[src/design/mil_pkg.sv]
/*
  shared constants of the interrupt gating logic: register indexes,
  field positions, reset values and the service vector.
  assumes registers sit on a 32-bit bus at byte address 4 * index.
*/
package mil_pkg;
  // register indexes, byte address is four times the index
  localparam logic [7:0] IDX_CTRL = 8'h0b;
  localparam logic [7:0] IDX_FLAGS1 = 8'h0c;
  localparam logic [7:0] IDX_FLAGS2 = 8'h0d;
  localparam logic [7:0] IDX_OPTION = 8'h81;
  localparam logic [7:0] IDX_EN1 = 8'h8c;
  localparam logic [7:0] IDX_EN2 = 8'h8d;
  localparam logic [7:0] IDX_STATUS = 8'h90;
  // reset values
  localparam logic [7:0] CTRL_RST = 8'h00;
  localparam logic [7:0] PERIPH_RST = 8'h00;
  localparam logic [7:0] OPTION_RST = 8'hff;
  // irq_control fields
  localparam int B_GIE = 7;
  localparam int B_PERIPHERAL_IRQ_ENABLE = 6;
  localparam int B_T0E = 5;
  localparam int B_XE = 4;
  localparam int B_PCE = 3;
  localparam int B_T0F = 2;
  localparam int B_XF = 1;
  localparam int B_PCF = 0;
  // timer_edge_config field
  localparam int B_EDGE = 6;
  // periph_irq_flags_1 fields
  localparam int P1_CONV = 6;
  localparam int P1_CMP = 5;
  localparam int P1_CCP = 2;
  localparam int P1_T2M = 1;
  localparam int P1_T1OV = 0;
  // service vector and bus answers
  localparam logic [12:0] VEC_ADDR = 13'h0004;
  localparam logic [1:0] RESP_OKAY = 2'h0;
  localparam logic [1:0] RESP_SLVERR = 2'h2;
endpackage

[src/design/mil_interrupt_logic.sv]
/*
  interrupt gating logic of a small 8-bit controller: flags, enables,
  global enable handling, vectoring and wake-up, with an AXI4-Lite
  register slave.
  assumes the core, timer, pin-change and peripheral units share mclk
  and deliver one-cycle event pulses; only the edge pin is asynchronous.
*/
`timescale 1ns/1ps
module mil_interrupt_logic
  import mil_pkg::*;
#(
  parameter int AW = 12,
  parameter int NPIN = 6,
  parameter int EXT_PIN = 2
) (
  input wire logic mclk,
  input wire logic resetn,
  input wire logic [AW-1:0] s_axi_awaddr,
  input wire logic s_axi_awvalid,
  output logic s_axi_awready,
  input wire logic [31:0] s_axi_wdata,
  input wire logic [3:0] s_axi_wstrb,
  input wire logic s_axi_wvalid,
  output logic s_axi_wready,
  output logic [1:0] s_axi_bresp,
  output logic s_axi_bvalid,
  input wire logic s_axi_bready,
  input wire logic [AW-1:0] s_axi_araddr,
  input wire logic s_axi_arvalid,
  output logic s_axi_arready,
  output logic [31:0] s_axi_rdata,
  output logic [1:0] s_axi_rresp,
  output logic s_axi_rvalid,
  input wire logic s_axi_rready,
  input wire logic extIrqPin,
  input wire logic [NPIN-1:0] pinAnalog,
  input wire logic [NPIN-1:0] pinChangeDetect,
  input wire logic timerOverflow,
  input wire logic [7:0] periphEvent1,
  input wire logic [7:0] periphEvent2,
  input wire logic coreSleeping,
  input wire logic returnFromIrq,
  output logic irqRequest,
  output logic serviceStart,
  output logic [12:0] vectorAddr,
  output logic wakeUp
);

  // elaboration checks: index field needs bits 9..2, pin must exist
  if (AW < 10) begin : g_aw_check
    $error("AW must be at least 10");
  end
  if (EXT_PIN >= NPIN) begin : g_pin_check
    $error("EXT_PIN must be below NPIN");
  end

  logic awHeld;
  logic wHeld;
  logic next_awHeld;
  logic next_wHeld;
  logic [AW-1:0] awAddr;
  logic [7:0] wByte;
  logic wLane0;
  logic wrFire;
  logic [7:0] wrIdx;
  logic wrMapped;
  logic wrCtrl;
  logic wrFlags1;
  logic wrFlags2;
  logic wrOption;
  logic wrEn1;
  logic wrEn2;
  logic [7:0] rdByte;
  logic rdMapped;
  logic pinSync1;
  logic pinSync2;
  logic pinPrev;
  logic [2:0] pinArm;
  logic extEdge;
  logic pcEvent;
  logic global_irq_enable;
  logic peripheral_irq_enable;
  logic timerEnable;
  logic extEnable;
  logic pinChangeEnable;
  logic timerFlag;
  logic extFlag;
  logic pinChangeFlag;
  logic [7:0] flags1;
  logic [7:0] flags2;
  logic [7:0] enables1;
  logic [7:0] enables2;
  logic [7:0] optionReg;
  logic anyEnabled;
  logic gieWriteClear;
  logic next_service;

  // write channel capture: address and data may come in either order
  assign wrFire = awHeld & wHeld & ~s_axi_bvalid;
  assign next_awHeld = wrFire ? 1'b0 : (awHeld | (s_axi_awvalid & s_axi_awready));
  assign next_wHeld = wrFire ? 1'b0 : (wHeld | (s_axi_wvalid & s_axi_wready));

  always_ff @(posedge mclk or negedge resetn) begin
    if (!resetn) begin
      awHeld <= 1'b0;
      wHeld <= 1'b0;
      s_axi_awready <= 1'b1;
      s_axi_wready <= 1'b1;
      awAddr <= '0;
      wByte <= 8'h00;
      wLane0 <= 1'b0;
    end else begin
      awHeld <= next_awHeld;
      wHeld <= next_wHeld;
      s_axi_awready <= ~next_awHeld;
      s_axi_wready <= ~next_wHeld;
      if (s_axi_awvalid && s_axi_awready) begin
        awAddr <= s_axi_awaddr;
      end
      if (s_axi_wvalid && s_axi_wready) begin
        wByte <= s_axi_wdata[7:0];
        wLane0 <= s_axi_wstrb[0];
      end
    end
  end

  // write decode; a cleared lane 0 strobe leaves the register alone
  assign wrIdx = awAddr[9:2];
  assign wrMapped = (awAddr[1:0] == 2'h0) && (awAddr[AW-1:10] == '0) &&
    (wrIdx == IDX_CTRL || wrIdx == IDX_FLAGS1 || wrIdx == IDX_FLAGS2 ||
     wrIdx == IDX_OPTION || wrIdx == IDX_EN1 || wrIdx == IDX_EN2 ||
     wrIdx == IDX_STATUS);
  assign wrCtrl = wrFire & wLane0 & wrMapped & (wrIdx == IDX_CTRL);
  assign wrFlags1 = wrFire & wLane0 & wrMapped & (wrIdx == IDX_FLAGS1);
  assign wrFlags2 = wrFire & wLane0 & wrMapped & (wrIdx == IDX_FLAGS2);
  assign wrOption = wrFire & wLane0 & wrMapped & (wrIdx == IDX_OPTION);
  assign wrEn1 = wrFire & wLane0 & wrMapped & (wrIdx == IDX_EN1);
  assign wrEn2 = wrFire & wLane0 & wrMapped & (wrIdx == IDX_EN2);

  // write response, unmapped addresses answer slave error
  always_ff @(posedge mclk or negedge resetn) begin
    if (!resetn) begin
      s_axi_bvalid <= 1'b0;
      s_axi_bresp <= RESP_OKAY;
    end else if (wrFire) begin
      s_axi_bvalid <= 1'b1;
      s_axi_bresp <= wrMapped ? RESP_OKAY : RESP_SLVERR;
    end else if (s_axi_bready) begin
      s_axi_bvalid <= 1'b0;
    end
  end

  // read mux; registers are 8 bits, upper bits read zero
  always_comb begin
    rdByte = 8'h00;
    rdMapped = (s_axi_araddr[1:0] == 2'h0) && (s_axi_araddr[AW-1:10] == '0);
    unique case (s_axi_araddr[9:2])
      IDX_CTRL: rdByte = {global_irq_enable, peripheral_irq_enable, timerEnable, extEnable, pinChangeEnable,
                          timerFlag, extFlag, pinChangeFlag};
      IDX_FLAGS1: rdByte = flags1;
      IDX_FLAGS2: rdByte = flags2;
      IDX_OPTION: rdByte = optionReg;
      IDX_EN1: rdByte = enables1;
      IDX_EN2: rdByte = enables2;
      IDX_STATUS: rdByte = {6'h00, coreSleeping, irqRequest};
      default: rdMapped = 1'b0;
    endcase
  end

  // read channel: one read in flight, answer one cycle after address
  always_ff @(posedge mclk or negedge resetn) begin
    if (!resetn) begin
      s_axi_arready <= 1'b1;
      s_axi_rvalid <= 1'b0;
      s_axi_rdata <= 32'h0000_0000;
      s_axi_rresp <= RESP_OKAY;
    end else if (s_axi_arvalid && s_axi_arready) begin
      s_axi_arready <= 1'b0;
      s_axi_rvalid <= 1'b1;
      s_axi_rdata <= {24'h00_0000, rdMapped ? rdByte : 8'h00};
      s_axi_rresp <= rdMapped ? RESP_OKAY : RESP_SLVERR;
    end else if (s_axi_rvalid && s_axi_rready) begin
      s_axi_rvalid <= 1'b0;
      s_axi_arready <= 1'b1;
    end
  end

  // edge pin synchroniser plus one history stage for edge detection
  always_ff @(posedge mclk or negedge resetn) begin
    if (!resetn) begin
      pinSync1 <= 1'b0;
      pinSync2 <= 1'b0;
      pinPrev <= 1'b0;
    end else begin
      pinSync1 <= extIrqPin;
      pinSync2 <= pinSync1;
      pinPrev <= pinSync2;
    end
  end

  // edges count only once the history holds real samples, so a pin
  // parked high through reset does not look like a fresh edge
  always_ff @(posedge mclk or negedge resetn) begin
    if (!resetn) begin
      pinArm <= 3'h0;
    end else begin
      pinArm <= {pinArm[1:0], 1'b1};
    end
  end

  // edge polarity by edge select; analog pins are muted
  assign extEdge = pinArm[2] & ~pinAnalog[EXT_PIN] &
    (optionReg[B_EDGE] ? (pinSync2 & ~pinPrev) : (~pinSync2 & pinPrev));
  assign pcEvent = |(pinChangeDetect & ~pinAnalog);

  // primary flags: an event in the clearing cycle still wins
  always_ff @(posedge mclk or negedge resetn) begin
    if (!resetn) begin
      timerFlag <= CTRL_RST[B_T0F];
      extFlag <= CTRL_RST[B_XF];
      pinChangeFlag <= CTRL_RST[B_PCF];
    end else begin
      timerFlag <= (wrCtrl ? wByte[B_T0F] : timerFlag) | timerOverflow;
      extFlag <= (wrCtrl ? wByte[B_XF] : extFlag) | extEdge;
      pinChangeFlag <= (wrCtrl ? wByte[B_PCF] : pinChangeFlag) | pcEvent;
    end
  end

  // peripheral flags, same set-over-clear treatment
  always_ff @(posedge mclk or negedge resetn) begin
    if (!resetn) begin
      flags1 <= PERIPH_RST;
      flags2 <= PERIPH_RST;
    end else begin
      flags1 <= (wrFlags1 ? wByte : flags1) | periphEvent1;
      flags2 <= (wrFlags2 ? wByte : flags2) | periphEvent2;
    end
  end

  // enables and edge configuration; nothing here moves on wake-up
  always_ff @(posedge mclk or negedge resetn) begin
    if (!resetn) begin
      peripheral_irq_enable <= CTRL_RST[B_PERIPHERAL_IRQ_ENABLE];
      timerEnable <= CTRL_RST[B_T0E];
      extEnable <= CTRL_RST[B_XE];
      pinChangeEnable <= CTRL_RST[B_PCE];
      enables1 <= PERIPH_RST;
      enables2 <= PERIPH_RST;
      optionReg <= OPTION_RST;
    end else begin
      if (wrCtrl) begin
        peripheral_irq_enable <= wByte[B_PERIPHERAL_IRQ_ENABLE];
        timerEnable <= wByte[B_T0E];
        extEnable <= wByte[B_XE];
        pinChangeEnable <= wByte[B_PCE];
      end
      if (wrEn1) begin
        enables1 <= wByte;
      end
      if (wrEn2) begin
        enables2 <= wByte;
      end
      if (wrOption) begin
        optionReg <= wByte;
      end
    end
  end

  // any enabled source, before the global enable
  assign anyEnabled = (timerFlag & timerEnable) | (extFlag & extEnable) |
    (pinChangeFlag & pinChangeEnable) |
    (peripheral_irq_enable & |((flags1 & enables1) | (flags2 & enables2)));

  // a write clearing the global enable beats a request due now
  assign gieWriteClear = wrCtrl & ~wByte[B_GIE];
  assign next_service = global_irq_enable & anyEnabled & ~gieWriteClear;

  // global enable: cleared by service, set by return, else software
  always_ff @(posedge mclk or negedge resetn) begin
    if (!resetn) begin
      global_irq_enable <= 1'b0;
    end else if (next_service) begin
      global_irq_enable <= 1'b0;
    end else if (returnFromIrq) begin
      global_irq_enable <= 1'b1;
    end else if (wrCtrl) begin
      global_irq_enable <= wByte[B_GIE];
    end
  end

  // core side: request level, service pulse, vector, wake-up level while sleeping
  always_ff @(posedge mclk or negedge resetn) begin
    if (!resetn) begin
      irqRequest <= 1'b0;
      serviceStart <= 1'b0;
      vectorAddr <= VEC_ADDR;
      wakeUp <= 1'b0;
    end else begin
      irqRequest <= global_irq_enable & anyEnabled;
      serviceStart <= next_service;
      vectorAddr <= VEC_ADDR;
      wakeUp <= coreSleeping & anyEnabled;
    end
  end
endmodule // mil_interrupt_logic

[config.mk]
export PLATFORM = sky130hd
export DESIGN_NAME = mil_interrupt_logic
export DESIGN_NICKNAME = d
export VERILOG_FILES = /design/src/design/mil_pkg.sv /design/src/design/mil_interrupt_logic.sv
export SDC_FILE = /design/constraint.sdc
export NUM_CORES = 1
export LEC_CHECK = 0
export BUFFER_PORTS_ARGS = -buffer_cell sky130_fd_sc_hd__buf_2
export CORE_MARGIN = 2
export CORE_UTILIZATION = 48
export DETAILED_ROUTE_END_ITERATION = 16
export HOLD_SLACK_MARGIN = 0.1
export PLACE_DENSITY = 0.86
export REMOVE_ABC_BUFFERS = 1
export SYNTH_ARGS = -nofsm -noshare
export SYNTH_HDL_FRONTEND = slang
export SYNTH_SLANG_ARGS = --single-unit
[constraint.sdc]
create_clock -name mclk -period 6.6 [get_ports mclk]
set_clock_uncertainty 0.15 [all_clocks]
set_input_delay 0.99 -clock mclk [delete_from_list [all_inputs] [get_ports mclk]]
set_output_delay 0.99 -clock mclk [all_outputs]
set_load 0.02 [all_outputs]
======== Word-level counts from Yosys, hierarchy flattened ========
Index checks and enable logic that the tools add are counted.
cells by class
  order comparisons ....................... 0
  mux-type cells .......................... 22
  shift operators ......................... 0
  bitwise gates (word level) .............. 47
  reductions and logical operators ........ 23
  equality and inequality tests ........... 14
  add/sub/neg operators ................... 0
  div/mod/pow operators ................... 0
  multipliers ............................. 0
operators with widths
  kind                                                             number
  8-bit == test, second input constant                             8
  8-bit case mux with 7 select lines                               1
  8-bit by 4-bit == test with 1-bit output, second input constant  6
  1-bit bitwise AND                                                24
  8-bit two-way mux                                                3
  8-bit bitwise OR                                                 3
  8-bit bitwise AND                                                2
  1-bit two-way mux                                                16
  2-bit logical NOT                                                4
  1-bit inverter                                                   8
  1-bit bitwise OR                                                 8
  8-bit OR reduction                                               1
  1-bit logical AND                                                7
  7-bit OR reduction                                               1
  6-bit bitwise AND                                                1
  1-bit logical OR                                                 6
  6-bit inverter                                                   1
  6-bit OR reduction                                               1
  2-bit two-way mux                                                2
  2-bit nonzero test                                               2
  3-bit nonzero test                                               1
word-level totals
  latch bits .............................. 0
  input bits .............................. 99
  memory bits (read-only) ................. 0
  RAM bits ................................ 0
  word-level logic and storage cells ...... 139
  memories ................................ 0
  output and inout bits ................... 57
  register bits after elaboration ......... 97

======== Longest topological paths before layout ========
Gate-level depths: netlist of run 1.
  word-level depth ........................ 14
  depth in mapped cells ................... 6
  depth with buffers taken out ............ 5

======== Worst setup path before layout of run 1 ========
OpenSTA, ideal clock, no wires.
  path kind ............................... input to register
  start ................................... in s_axi_araddr[9]
  end ..................................... reg s_axi_rresp[1]
  setup slack ............................. 4.080 ns
  data arrival time ....................... 2.235 ns
  setup time .............................. 0.135 ns
  required time ........................... 6.315 ns
  stages on the path ...................... 6
  buffers on the path ..................... 1
  cell sequence ........................... clkbuf_1 nor4b_1 nand2_1 o21ai_0 nand4_1 a21boi_0
on the way
  longest elaborated chain between the ends .. 4
  elaborated cells between the ends (all ways) .. 10
  classes of those cells .................. 7 x eq/ne; 2 x mux; 1 x reduce/logical
RTL lines
  what                                                                       line                        text
  start, declared                                                            mil_interrupt_logic.sv:28   input wire logic [AW-1:0] s_axi_araddr,
  8-bit == test or 8-bit by 4-bit == test with 1-bit output (tied branches)  mil_interrupt_logic.sv:157  unique case (s_axi_araddr[9:2])
  7-bit OR reduction (no source line) *                                      -
  1-bit two-way mux *                                                        mil_interrupt_logic.sv:157
  2-bit two-way mux *                                                        mil_interrupt_logic.sv:181  s_axi_rresp <= rdMapped ? RESP_OKAY : RESP_SLVERR;
  end signal, assigned                                                       mil_interrupt_logic.sv:181
  end, declared                                                              mil_interrupt_logic.sv:32   output logic [1:0] s_axi_rresp,
Mark *: on every way between the ends. The rest lies on a longest branch, timed or not.
A chain may end at the register's enable or synchronous reset.

======== Worst setup path in the final report of run 1 ========
  start ................................... reg awAddr[1]
  end ..................................... reg enables1[1]
on the way
  longest elaborated chain between the ends .. 5
RTL lines
  what                             line                        text
  start, declared                  mil_interrupt_logic.sv:61   logic [AW-1:0] awAddr;
  start signal, assigned           mil_interrupt_logic.sv:118  awAddr <= s_axi_awaddr;
  2-bit logical NOT                mil_interrupt_logic.sv:129  assign wrMapped = (awAddr[1:0] == 2'h0) && (awAddr[AW-1:10] == '0) &&
  1-bit logical AND (2 in series)  mil_interrupt_logic.sv:129
  1-bit bitwise AND (2 in series)  mil_interrupt_logic.sv:137  assign wrEn1 = wrFire & wLane0 & wrMapped & (wrIdx == IDX_EN1);
  end signal, assigned             mil_interrupt_logic.sv:258  enables1 <= wByte;
  end, declared                    mil_interrupt_logic.sv:91   logic [7:0] enables1;
No other way between the ends.

==> results of run 1 <==
[through the flow]
step                      power (mW)  instance area [um^2]  instances  worst slack, ps
after CTS                       1.49                  5210        624             3860
after global routing            1.56                  5210        624             3670
after global placement          1.07                  5000        608             3650
final                           1.48                  5210        624             3890
after floorplan                0.970                  4380        388             4180
after detailed placement        1.09                  5000        608             3570
[path summary, 6_finish.rpt]
path | slack, ps | cells past startpoint | end
worst max register to register | 3890 | 5 | enables1[1]
min in group asynchronous | 690 | 1 | awAddr[1]
max in group asynchronous | 4870 | 1 | flags2[0]
worst max-delay path | 3890 | 5 | enables1[1]
worst min register to register | 210 | 0 | pinArm[2]
worst min-delay path | 210 | 0 | pinArm[2]
[logic make-up (layout without fill, tap and decap cells)]
logic type / after synthesis / count (layout)
multiplexers: 48 / 48
AND/OR/NAND/NOR: 100 / 100
other: 2 / 40
AO/OA/AOI/OAI: 87 / 87
XOR/XNOR: 1 / 1
flip-flops: 95 / 95
buffers and inverters: 67 / 124
[per-layer routing]
layer,share of wire [%],vias up,global-route usage [%],wire length [um]
met5,0,-,0,0
met4,1.0,0,6.03,101
met3,7.1,10,3.80,707
met2,48,152,33.6,4740
met1,44,1612,27.0,4370
li1,-,1550,-,-
[critical path: cells and delay by family (launching register included)]
kind | cells | cell delay, ps
and+or+nand+nor | 4 | 1610
DFF | 1 | 420
muxes | 1 | 410
[power by group]
group / leakage, nW / switching [mW] / internal, mW
combinational: 1.14 / 0.137 / 0.132
clock: 0.104 / 0.221 / 0.183
sequential: 1.11 / 0.131 / 0.675
[final cells by class]
class                      count  area, um^2
inverter                      17        63.8
multi-input combinational    276        1920
tap                          129         161
clock inverter                 7        86.3
clock buffer                   9         124
timing repair buffer          91         463
sequential                    95        2390
fill                         805        4030
[placed cells by master, fill, tap and decap left out, types with 3 or more instances in the layout]
master / netlist / layout
sky130_fd_sc_hd__nor4_1: 3 / 3
sky130_fd_sc_hd__a22oi_1: 16 / 16
sky130_fd_sc_hd__conb_1: 2 / 40
sky130_fd_sc_hd__a21oi_1: 3 / 3
sky130_fd_sc_hd__nand4_1: 3 / 3
sky130_fd_sc_hd__a22o_1: 4 / 4
sky130_fd_sc_hd__nor2b_1: 21 / 21
sky130_fd_sc_hd__dfstp_2: 11 / 11
sky130_fd_sc_hd__mux2_2: 43 / 43
sky130_fd_sc_hd__and2_1: 3 / 3
sky130_fd_sc_hd__mux2i_1: 4 / 4
sky130_fd_sc_hd__a211o_1: 16 / 16
sky130_fd_sc_hd__dfrtp_1: 84 / 84
sky130_fd_sc_hd__inv_1: 17 / 17
sky130_fd_sc_hd__nor2_1: 9 / 9
sky130_fd_sc_hd__a221oi_1: 11 / 11
sky130_fd_sc_hd__o22ai_1: 10 / 10
sky130_fd_sc_hd__clkbuf_8: 0 / 9
sky130_fd_sc_hd__buf_2: 1 / 88
sky130_fd_sc_hd__nand3b_1: 3 / 3
sky130_fd_sc_hd__nand2_1: 36 / 36
sky130_fd_sc_hd__a31oi_1: 3 / 3
sky130_fd_sc_hd__buf_4: 39 / 3
sky130_fd_sc_hd__o21ai_0: 17 / 17
[state kept, by name, summed over array words and instances, names as in the netlist, 3 cells and up]
| name | cells |
|---|---|
| pinArm | 3 |
| flags1 | 8 |
| wByte | 8 |
| flags2 | 8 |
| s_axi_rdata | 8 |
| enables2 | 8 |
| optionReg | 8 |
| enables1 | 8 |
| awAddr | 12 |
==> impl_metrics.yaml, run 1 <==
sta:
  tns_ps: 0
  final_min_period_over_clock_period_pct: 41.1
  setup_repair_after_global_routing_missed_its_margin: "false"
  fin_crit_ps: 2710
  tightestPinTransition_ps: 1160
  hold_slack_ps: 208
  peak_freq_ghz: 0.369
  drv_slew: 0
  final-setup-viol-count: 0
  timing.final.hold_violations: 0
  maxSlewHeadroom_pct: 22.8
critical_path:
  cp_slowest_cell: "sky130_fd_sc_hd__or4b_4"
  cp.arrival_ps: 2800
  worst_ep_required_time_ps: 6690
  timing.critical_path.to_type: "flop"
  critical_path.max_fanout: 8
  type_of_origin_of_the_critical_path: "flop"
  timing.rr.start: "awAddr[1]"
  critPathKind: "reg2reg"
  slowest_delay_ps: 540
  crit_path_cell_trace: "nor4_4 -> nand3_1 -> or4b_4 -> nor3b_4 -> mux2_2"
  cp-startpoint: "awAddr[1]"
global_route:
  initial_antenna_violation_count: 0
  grt_overflow_total: 0
  number_of_global_route_vias_before_repair: 3382
  grt_use_total_pct: 20.2
  maximum_number_of_pins_on_one_net_before_global_route_repair: 96
  grt_first_pass_wirelength_um: 16200
logic_synthesis:
  synth_top_cells_by_count: "sky130_fd_sc_hd__dfrtp_1 (84), sky130_fd_sc_hd__mux2_2 (43), sky130_fd_sc_hd__buf_4 (39)"
  synthTopCellsByArea: "sky130_fd_sc_hd__dfrtp_1 (46%), sky130_fd_sc_hd__mux2_2 (11%), sky130_fd_sc_hd__buf_4 (6.4%)"
  synth_top_family_by_area: "compound AO/OA/AOI/OAI gates"
  yosys.cell_count.top_type: "sky130_fd_sc_hd__dfrtp_1"
  syn-mean-instance-area_um2: 11.4
  synth_cells: 400
  cell_type_with_the_highest_aggregate_area_in_the_netlist: "sky130_fd_sc_hd__dfrtp_1"
  async_reset_ff_share_pct: 100
  yosys_warnings: 0
  ys_seq_elements: 95
  post_synth_num_cell_types: 48
  synth-compound-area-share_pct: 13.8
  muxShareOfSynthArea_pct: 11.7
  netlist_area_um2: 4570
  synth_ff_type: "sky130_fd_sc_hd__dfrtp_1"
  synth_fa_ha_area_share_pct: 0
  synth.yosys.seq_area_share_pct: 52.3
  synthDominantCellAreaShare_pct: 46.0
  yosys.area_share.simple_pct: 13.1
  yosys.area_share.xor_xnor_pct: 0.192
  edff_count_synth: 0
detailed_routing:
  routed_wire_length_per_instance_um: 15.9
  drt.antenna.violating_nets: 0
  route.vias.total: 3324
  drcViolationCount: 0
  drt_pre_antenna_iters: 4
  via_per_inst: 5.33
  drt_first_iter_violations: 184
  drt_wirelength_um: 9910
place:
  globalplace.congestion: 0.877
  placed_wire_length_estimate_after_detailed_placement_um: 7360
  port_buffers: 89
job:
  drv_cap: 0
power_and_ir_drop:
  p_per_cell_area_nw_per_um2: 284
  leakage_nw: 2.35
  ir_drop_v: 0.000230
hold_path:
  hold_path.startpoint: "pinArm[1]"
  hold_class: "reg2reg"
cts:
  clk_pin_slew_ps: 110
  ctsLongestPathBuffers: 2
  number_of_h_tree_branching_levels: 3
  cts_tree: "done"
  post_cts.resized_instances: 0
  cts_inserted_buffers: 9
  cts_root_buffer: "sky130_fd_sc_hd__clkbuf_8"
  cts_post_setup_buffers_inserted: 0
  worst_skew_pair.late_latency_ps: 360
  cts_sinks: 95
  holdBufCountCts: 0
die:
  placementRows: 35
  floorplan.io_pins: 156
  floorplan.die_area_um2: 10300
  fp.dieH_um: 102
  core_region_area_um2: 9240
  chipWidth_um: 102
  start_util_pct: 49.5
layout:
  area.growth.synth_to_final_pct: 14.0
  num_antenna_cells: 0
  drive_above_1_share_pct: 33.7
  final_net_count: 589
  finish.utilization_pct: 56.4
run_status:
  run_status: "finished clean"
Note: power is estimated with default switching activity, not from simulation.
==> inputs of run 2 (changes only) <==
Settings changed: CORE_UTILIZATION 48 to 46.
Clock period 6.6 ns to 2.2 ns, I/O delays scaled along.
==> impl_metrics.yaml, run 2 (synthesized netlist as in run 1, its figures left out) <==
hold_path:
  hold_path.startpoint: "pinAnalog[5]"
  hold_class: "in2reg"
  worst_hold_endpoint: "pinChangeFlag"
  timing.hold.worst_path_depth: 3
die:
  floorplan.die_area_um2: 10700
  placementRows: 36
  start_util_pct: 47.0
  chipWidth_um: 104
  fp.dieH_um: 104
  core_region_area_um2: 9730
  floorplan.io_pins: 156
run_status:
  run_status: "finished with violations"
  failing_checks: "negative setup slack"
layout:
  largest_register_ff_count: 12
  final_common_cell: "sky130_fd_sc_hd__buf_2"
  drive_above_1_share_pct: 35.1
  final_cell_mix: "sky130_fd_sc_hd__buf_2 (88), sky130_fd_sc_hd__dfrtp_1 (84), sky130_fd_sc_hd__dlygate4sd3_1 (51)"
  top_register: "awAddr"
  final_net_count: 675
  num_antenna_cells: 0
  finish.utilization_pct: 62.1
  fillerInstances: 774
  area.growth.synth_to_final_pct: 32.3
sta:
  timing.final.hold_violations: 0
  tightestPinTransition_ps: 540
  tns_ps: -2110
  drv_slew: 0
  setup_repair_after_global_routing_missed_its_margin: "true"
  peak_freq_ghz: 0.422
  hold_slack_ps: 133
  maxSlewHeadroom_pct: 63.5
  final_critical_path_setup_slack_ps: -170
  fin_crit_ps: 2370
  final_min_period_over_clock_period_pct: 108
  final-setup-viol-count: 16
cts:
  cts_inserted_buffers: 9
  worst_skew_pair.late_latency_ps: 360
  cts_tree: "done"
  cts_root_buffer: "sky130_fd_sc_hd__clkbuf_8"
  cts_sinks: 95
  clk_pin_slew_ps: 90
  ctsLongestPathBuffers: 2
  number_of_h_tree_branching_levels: 3
detailed_routing:
  drt.antenna.violating_nets: 0
  drt_pre_antenna_iters: 5
  drcViolationCount: 0
  drt_wirelength_um: 11300
  route.vias.total: 3763
  via_per_inst: 5.27
  routed_wire_length_per_instance_um: 15.8
  drt_first_iter_violations: 212
global_route:
  grt_first_pass_wirelength_um: 17700
  grt_overflow_total: 0
  number_of_global_route_vias_before_repair: 3560
  grt_use_total_pct: 20.5
  initial_antenna_violation_count: 0
  maximum_number_of_pins_on_one_net_before_global_route_repair: 35
place:
  globalplace.congestion: 0.927
  placed_wire_length_estimate_after_detailed_placement_um: 7740
  port_buffers: 89
  pre_cts_ws_ps: -203
critical_path:
  critical_path.max_fanout: 8
  slowest_delay_ps: 550
  timing.rr.start: "awAddr[8]"
  cp.arrival_ps: 2460
  r2r_setup_slack_ps: -170
  critPathKind: "reg2reg"
  r2r_end: "enables1[2]"
  cp_slowest_cell: "sky130_fd_sc_hd__or4b_4"
  crit_path_cell_trace: "nor4b_4 -> inv_1 -> or4b_4 -> nor3b_4 -> buf_12 -> mux2_2"
  critical_path_buffers_and_inverters: 2
  worst_r2r_path_depth: 6
  type_of_origin_of_the_critical_path: "flop"
  critPathTopFamily: "simple AND/OR/NAND/NOR gates"
  timing.critical_path.to_type: "flop"
  worst_ep_required_time_ps: 2290
power_and_ir_drop:
  p_per_cell_area_nw_per_um2: 771
  ir_drop_v: 0.000603
  design_power_total_mw: 4.66
  leakage_nw: 2.77
job:
  drv_cap: 0
## run 2: layout make-up
| type | count | area [um^2] | area share (%) |
|---|---|---|---|
| Sequential cell | 95 | 2390 | 39.5 |
| Multi-Input combinational cell | 276 | 1950 | 32.3 |
| Timing Repair Buffer | 177 | 1280 | 21.2 |
| Tap cell | 133 | 166 | 2.75 |
| Clock buffer | 13 | 149 | 2.46 |
| Inverter | 17 | 63.8 | 1.06 |
| Clock inverter | 3 | 42.5 | 0.704 |
## run 2: timing repair
action,in CTS,in global routing
cloned,0,2
hold buffers,51,0
hold endpoints to repair,89,0
setup endpoints to repair,16,26
resized for setup,0,13
pin swaps,3,21
setup buffers,1,8
## run 2: worst min-delay path: stages
cell and delay (ps):
sky130_fd_sc_hd__buf_2 70, sky130_fd_sc_hd__nand2b_1 80, sky130_fd_sc_hd__o2111ai_1 110
## run 2: power by group
part	switching [mW]	internal [mW]
logic	0.540	0.613
registers	0.360	2.03
clock network	0.568	0.557
## run 2: worst max path at each step
stage / cells after the start / endpoint / from / slack (ps)
2_1_floorplan: 5 / flags1[0] / awAddr[1] / -220
3_3_place_gp: 6 / enables1[1] / awAddr[1] / -150
3_5_place_dp: 6 / enables1[4] / awAddr[1] / -200
4_1_cts: 6 / enables1[5] / awAddr[10] / -170
5_1_grt: 6 / enables1[1] / awAddr[8] / -260
6_report: 6 / enables1[2] / awAddr[8] / -170
## run 2: through the flow
step                instances  cell area (um^2)
CTS                       705              5940
finish                    714              6050
global route              714              6050
detailed placement        637              5230
global placement          637              5230
floorplan                 388              4380
## run 2: layer usage
layer | GRT usage, % | wire length, um
met2 | 35.4 | 5630
met1 | 25.7 | 4690
met3 | 4.15 | 736
met5 | 0 | 0
met4 | 7.53 | 209
==> inputs of run 3 (changes only) <==
Settings changed: PLACE_DENSITY 0.86 to 0.84.
==> impl_metrics.yaml, run 3 (synthesized netlist as in run 1, its figures left out) <==
die:
  fp.dieH_um: 104
  placementRows: 36
  core_region_area_um2: 9730
  chipWidth_um: 104
  floorplan.io_pins: 156
  floorplan.die_area_um2: 10700
  start_util_pct: 47.0
job:
  drv_cap: 0
critical_path:
  critical_path.max_fanout: 8
  worst_ep_required_time_ps: 2320
  type_of_origin_of_the_critical_path: "flop"
  cp.arrival_ps: 2470
  timing.critical_path.to_type: "flop"
  critPathKind: "reg2reg"
cts:
  cts_root_buffer: "sky130_fd_sc_hd__clkbuf_8"
  number_of_h_tree_branching_levels: 3
  ctsLongestPathBuffers: 2
  worst_skew_pair.late_latency_ps: 370
  clk_pin_slew_ps: 100
  cts_tree: "done"
  cts_sinks: 95
  cts_inserted_buffers: 9
detailed_routing:
  drcViolationCount: 0
  route.vias.total: 3669
  drt_first_iter_violations: 216
  drt_wirelength_um: 11200
  drt_pre_antenna_iters: 5
  via_per_inst: 5.17
  routed_wire_length_per_instance_um: 15.8
  drt.antenna.violating_nets: 0
place:
  pre_cts_ws_ps: -194
  dpl_cell_area_um2: 5250
  placed_wire_length_estimate_after_detailed_placement_um: 7670
  port_buffers: 89
  globalplace.congestion: 0.903
  dp.cells: 637
layout:
  largest_register_ff_count: 12
  top_register: "awAddr"
  final_common_cell: "sky130_fd_sc_hd__buf_2"
  final_cell_mix: "sky130_fd_sc_hd__buf_2 (88), sky130_fd_sc_hd__dfrtp_1 (84), sky130_fd_sc_hd__dlygate4sd3_1 (51)"
  final_net_count: 670
  area.growth.synth_to_final_pct: 32.7
  finish.utilization_pct: 62.3
  drive_above_1_share_pct: 34.5
  fillerInstances: 753
  layout.cell_area.non_filler_um2: 6060
  layoutNonFillerInstCount: 709
  sequential_cell_area_um2: 2390
  area_of_combinational_cells_with_multiple_inputs_um2: 1980
  num_antenna_cells: 0
global_route:
  grt_first_pass_wirelength_um: 18500
  grt_use_total_pct: 21.7
  maximum_number_of_pins_on_one_net_before_global_route_repair: 39
  grt_overflow_total: 0
  number_of_global_route_vias_before_repair: 3770
  initial_antenna_violation_count: 0
sta:
  fin_crit_ps: 2350
  tns_ps: -2620
  timing.final.hold_violations: 0
  hold_slack_ps: 149
  final_critical_path_setup_slack_ps: -148
  peak_freq_ghz: 0.426
  setup_repair_after_global_routing_missed_its_margin: "true"
  drv_slew: 0
  final-setup-viol-count: 24
  final_min_period_over_clock_period_pct: 107
power_and_ir_drop:
  p_per_cell_area_nw_per_um2: 760
  ir_drop_v: 0.000687
  leakage_nw: 2.74
  design_power_total_mw: 4.61
run_status:
  run_status: "finished with violations"
  failing_checks: "negative setup slack"
hold_path:
  hold_class: "in2reg"
run 3: cell count changes in the layout (fill, tap and decap cells not counted), moves of 3 or more:
cell and delta:
sky130_fd_sc_hd__mux2_4 +11, sky130_fd_sc_hd__clkbuf_1 -3, sky130_fd_sc_hd__buf_4 -7, sky130_fd_sc_hd__mux2_2 -12
sky130_fd_sc_hd__inv_6 +3
run 3: cell type report:
class / count / share of cell area [%]
tap: 133 / 2.74
clock buffer: 9 / 2.04
multi-input combinational: 276 / 32.7
clock inverter: 7 / 1.03
inverter: 17 / 1.05
timing repair buffer: 172 / 21.0
sequential: 95 / 39.4
run 3: final timing paths:
check                              from  slack [ps]             to  cells after the start
max                           awAddr[1]        -150    enables1[1]                      6
min                        pinAnalog[5]         150  pinChangeFlag                      3
max reg2reg                   awAddr[1]        -150    enables1[1]                      6
min reg2reg                   pinArm[0]         210      pinArm[1]                      0
max in group asynchronous        resetn         970  s_axi_arready                      3
min in group asynchronous        resetn         310         wLane0                      2
run 3: report_power, final:
part           switching, mW  internal [mW]
clock network          0.658          0.434
logic                  0.545          0.585
registers              0.362           2.03
total                   1.57           3.04
run 3: critical path, cell delays in order, from the launching register on:
cell,delay (ps)
sky130_fd_sc_hd__dfrtp_1,420
sky130_fd_sc_hd__nor4_4,320
sky130_fd_sc_hd__nand3_2,120
sky130_fd_sc_hd__or4b_4,530
sky130_fd_sc_hd__nor3b_4,220
sky130_fd_sc_hd__buf_12,160
sky130_fd_sc_hd__mux2_2,330
run 3: metal layers:
layer | global-route usage [%] | routed length (um) | up-vias
li1 | - | - | 1712
met1 | 27.6 | 4590 | 1778
met2 | 37.0 | 5600 | 162
met3 | 4.53 | 849 | 17
met4 | 7.43 | 159 | 0
met5 | 0 | 0 | -
run 3: repair_timing:
item	CTS	global route
pin swaps	3	0
setup buffers	4	1
hold buffers	51	0
resized for setup	18	4
endpoints found under the setup margin	16	24
hold endpoints to repair	79	0
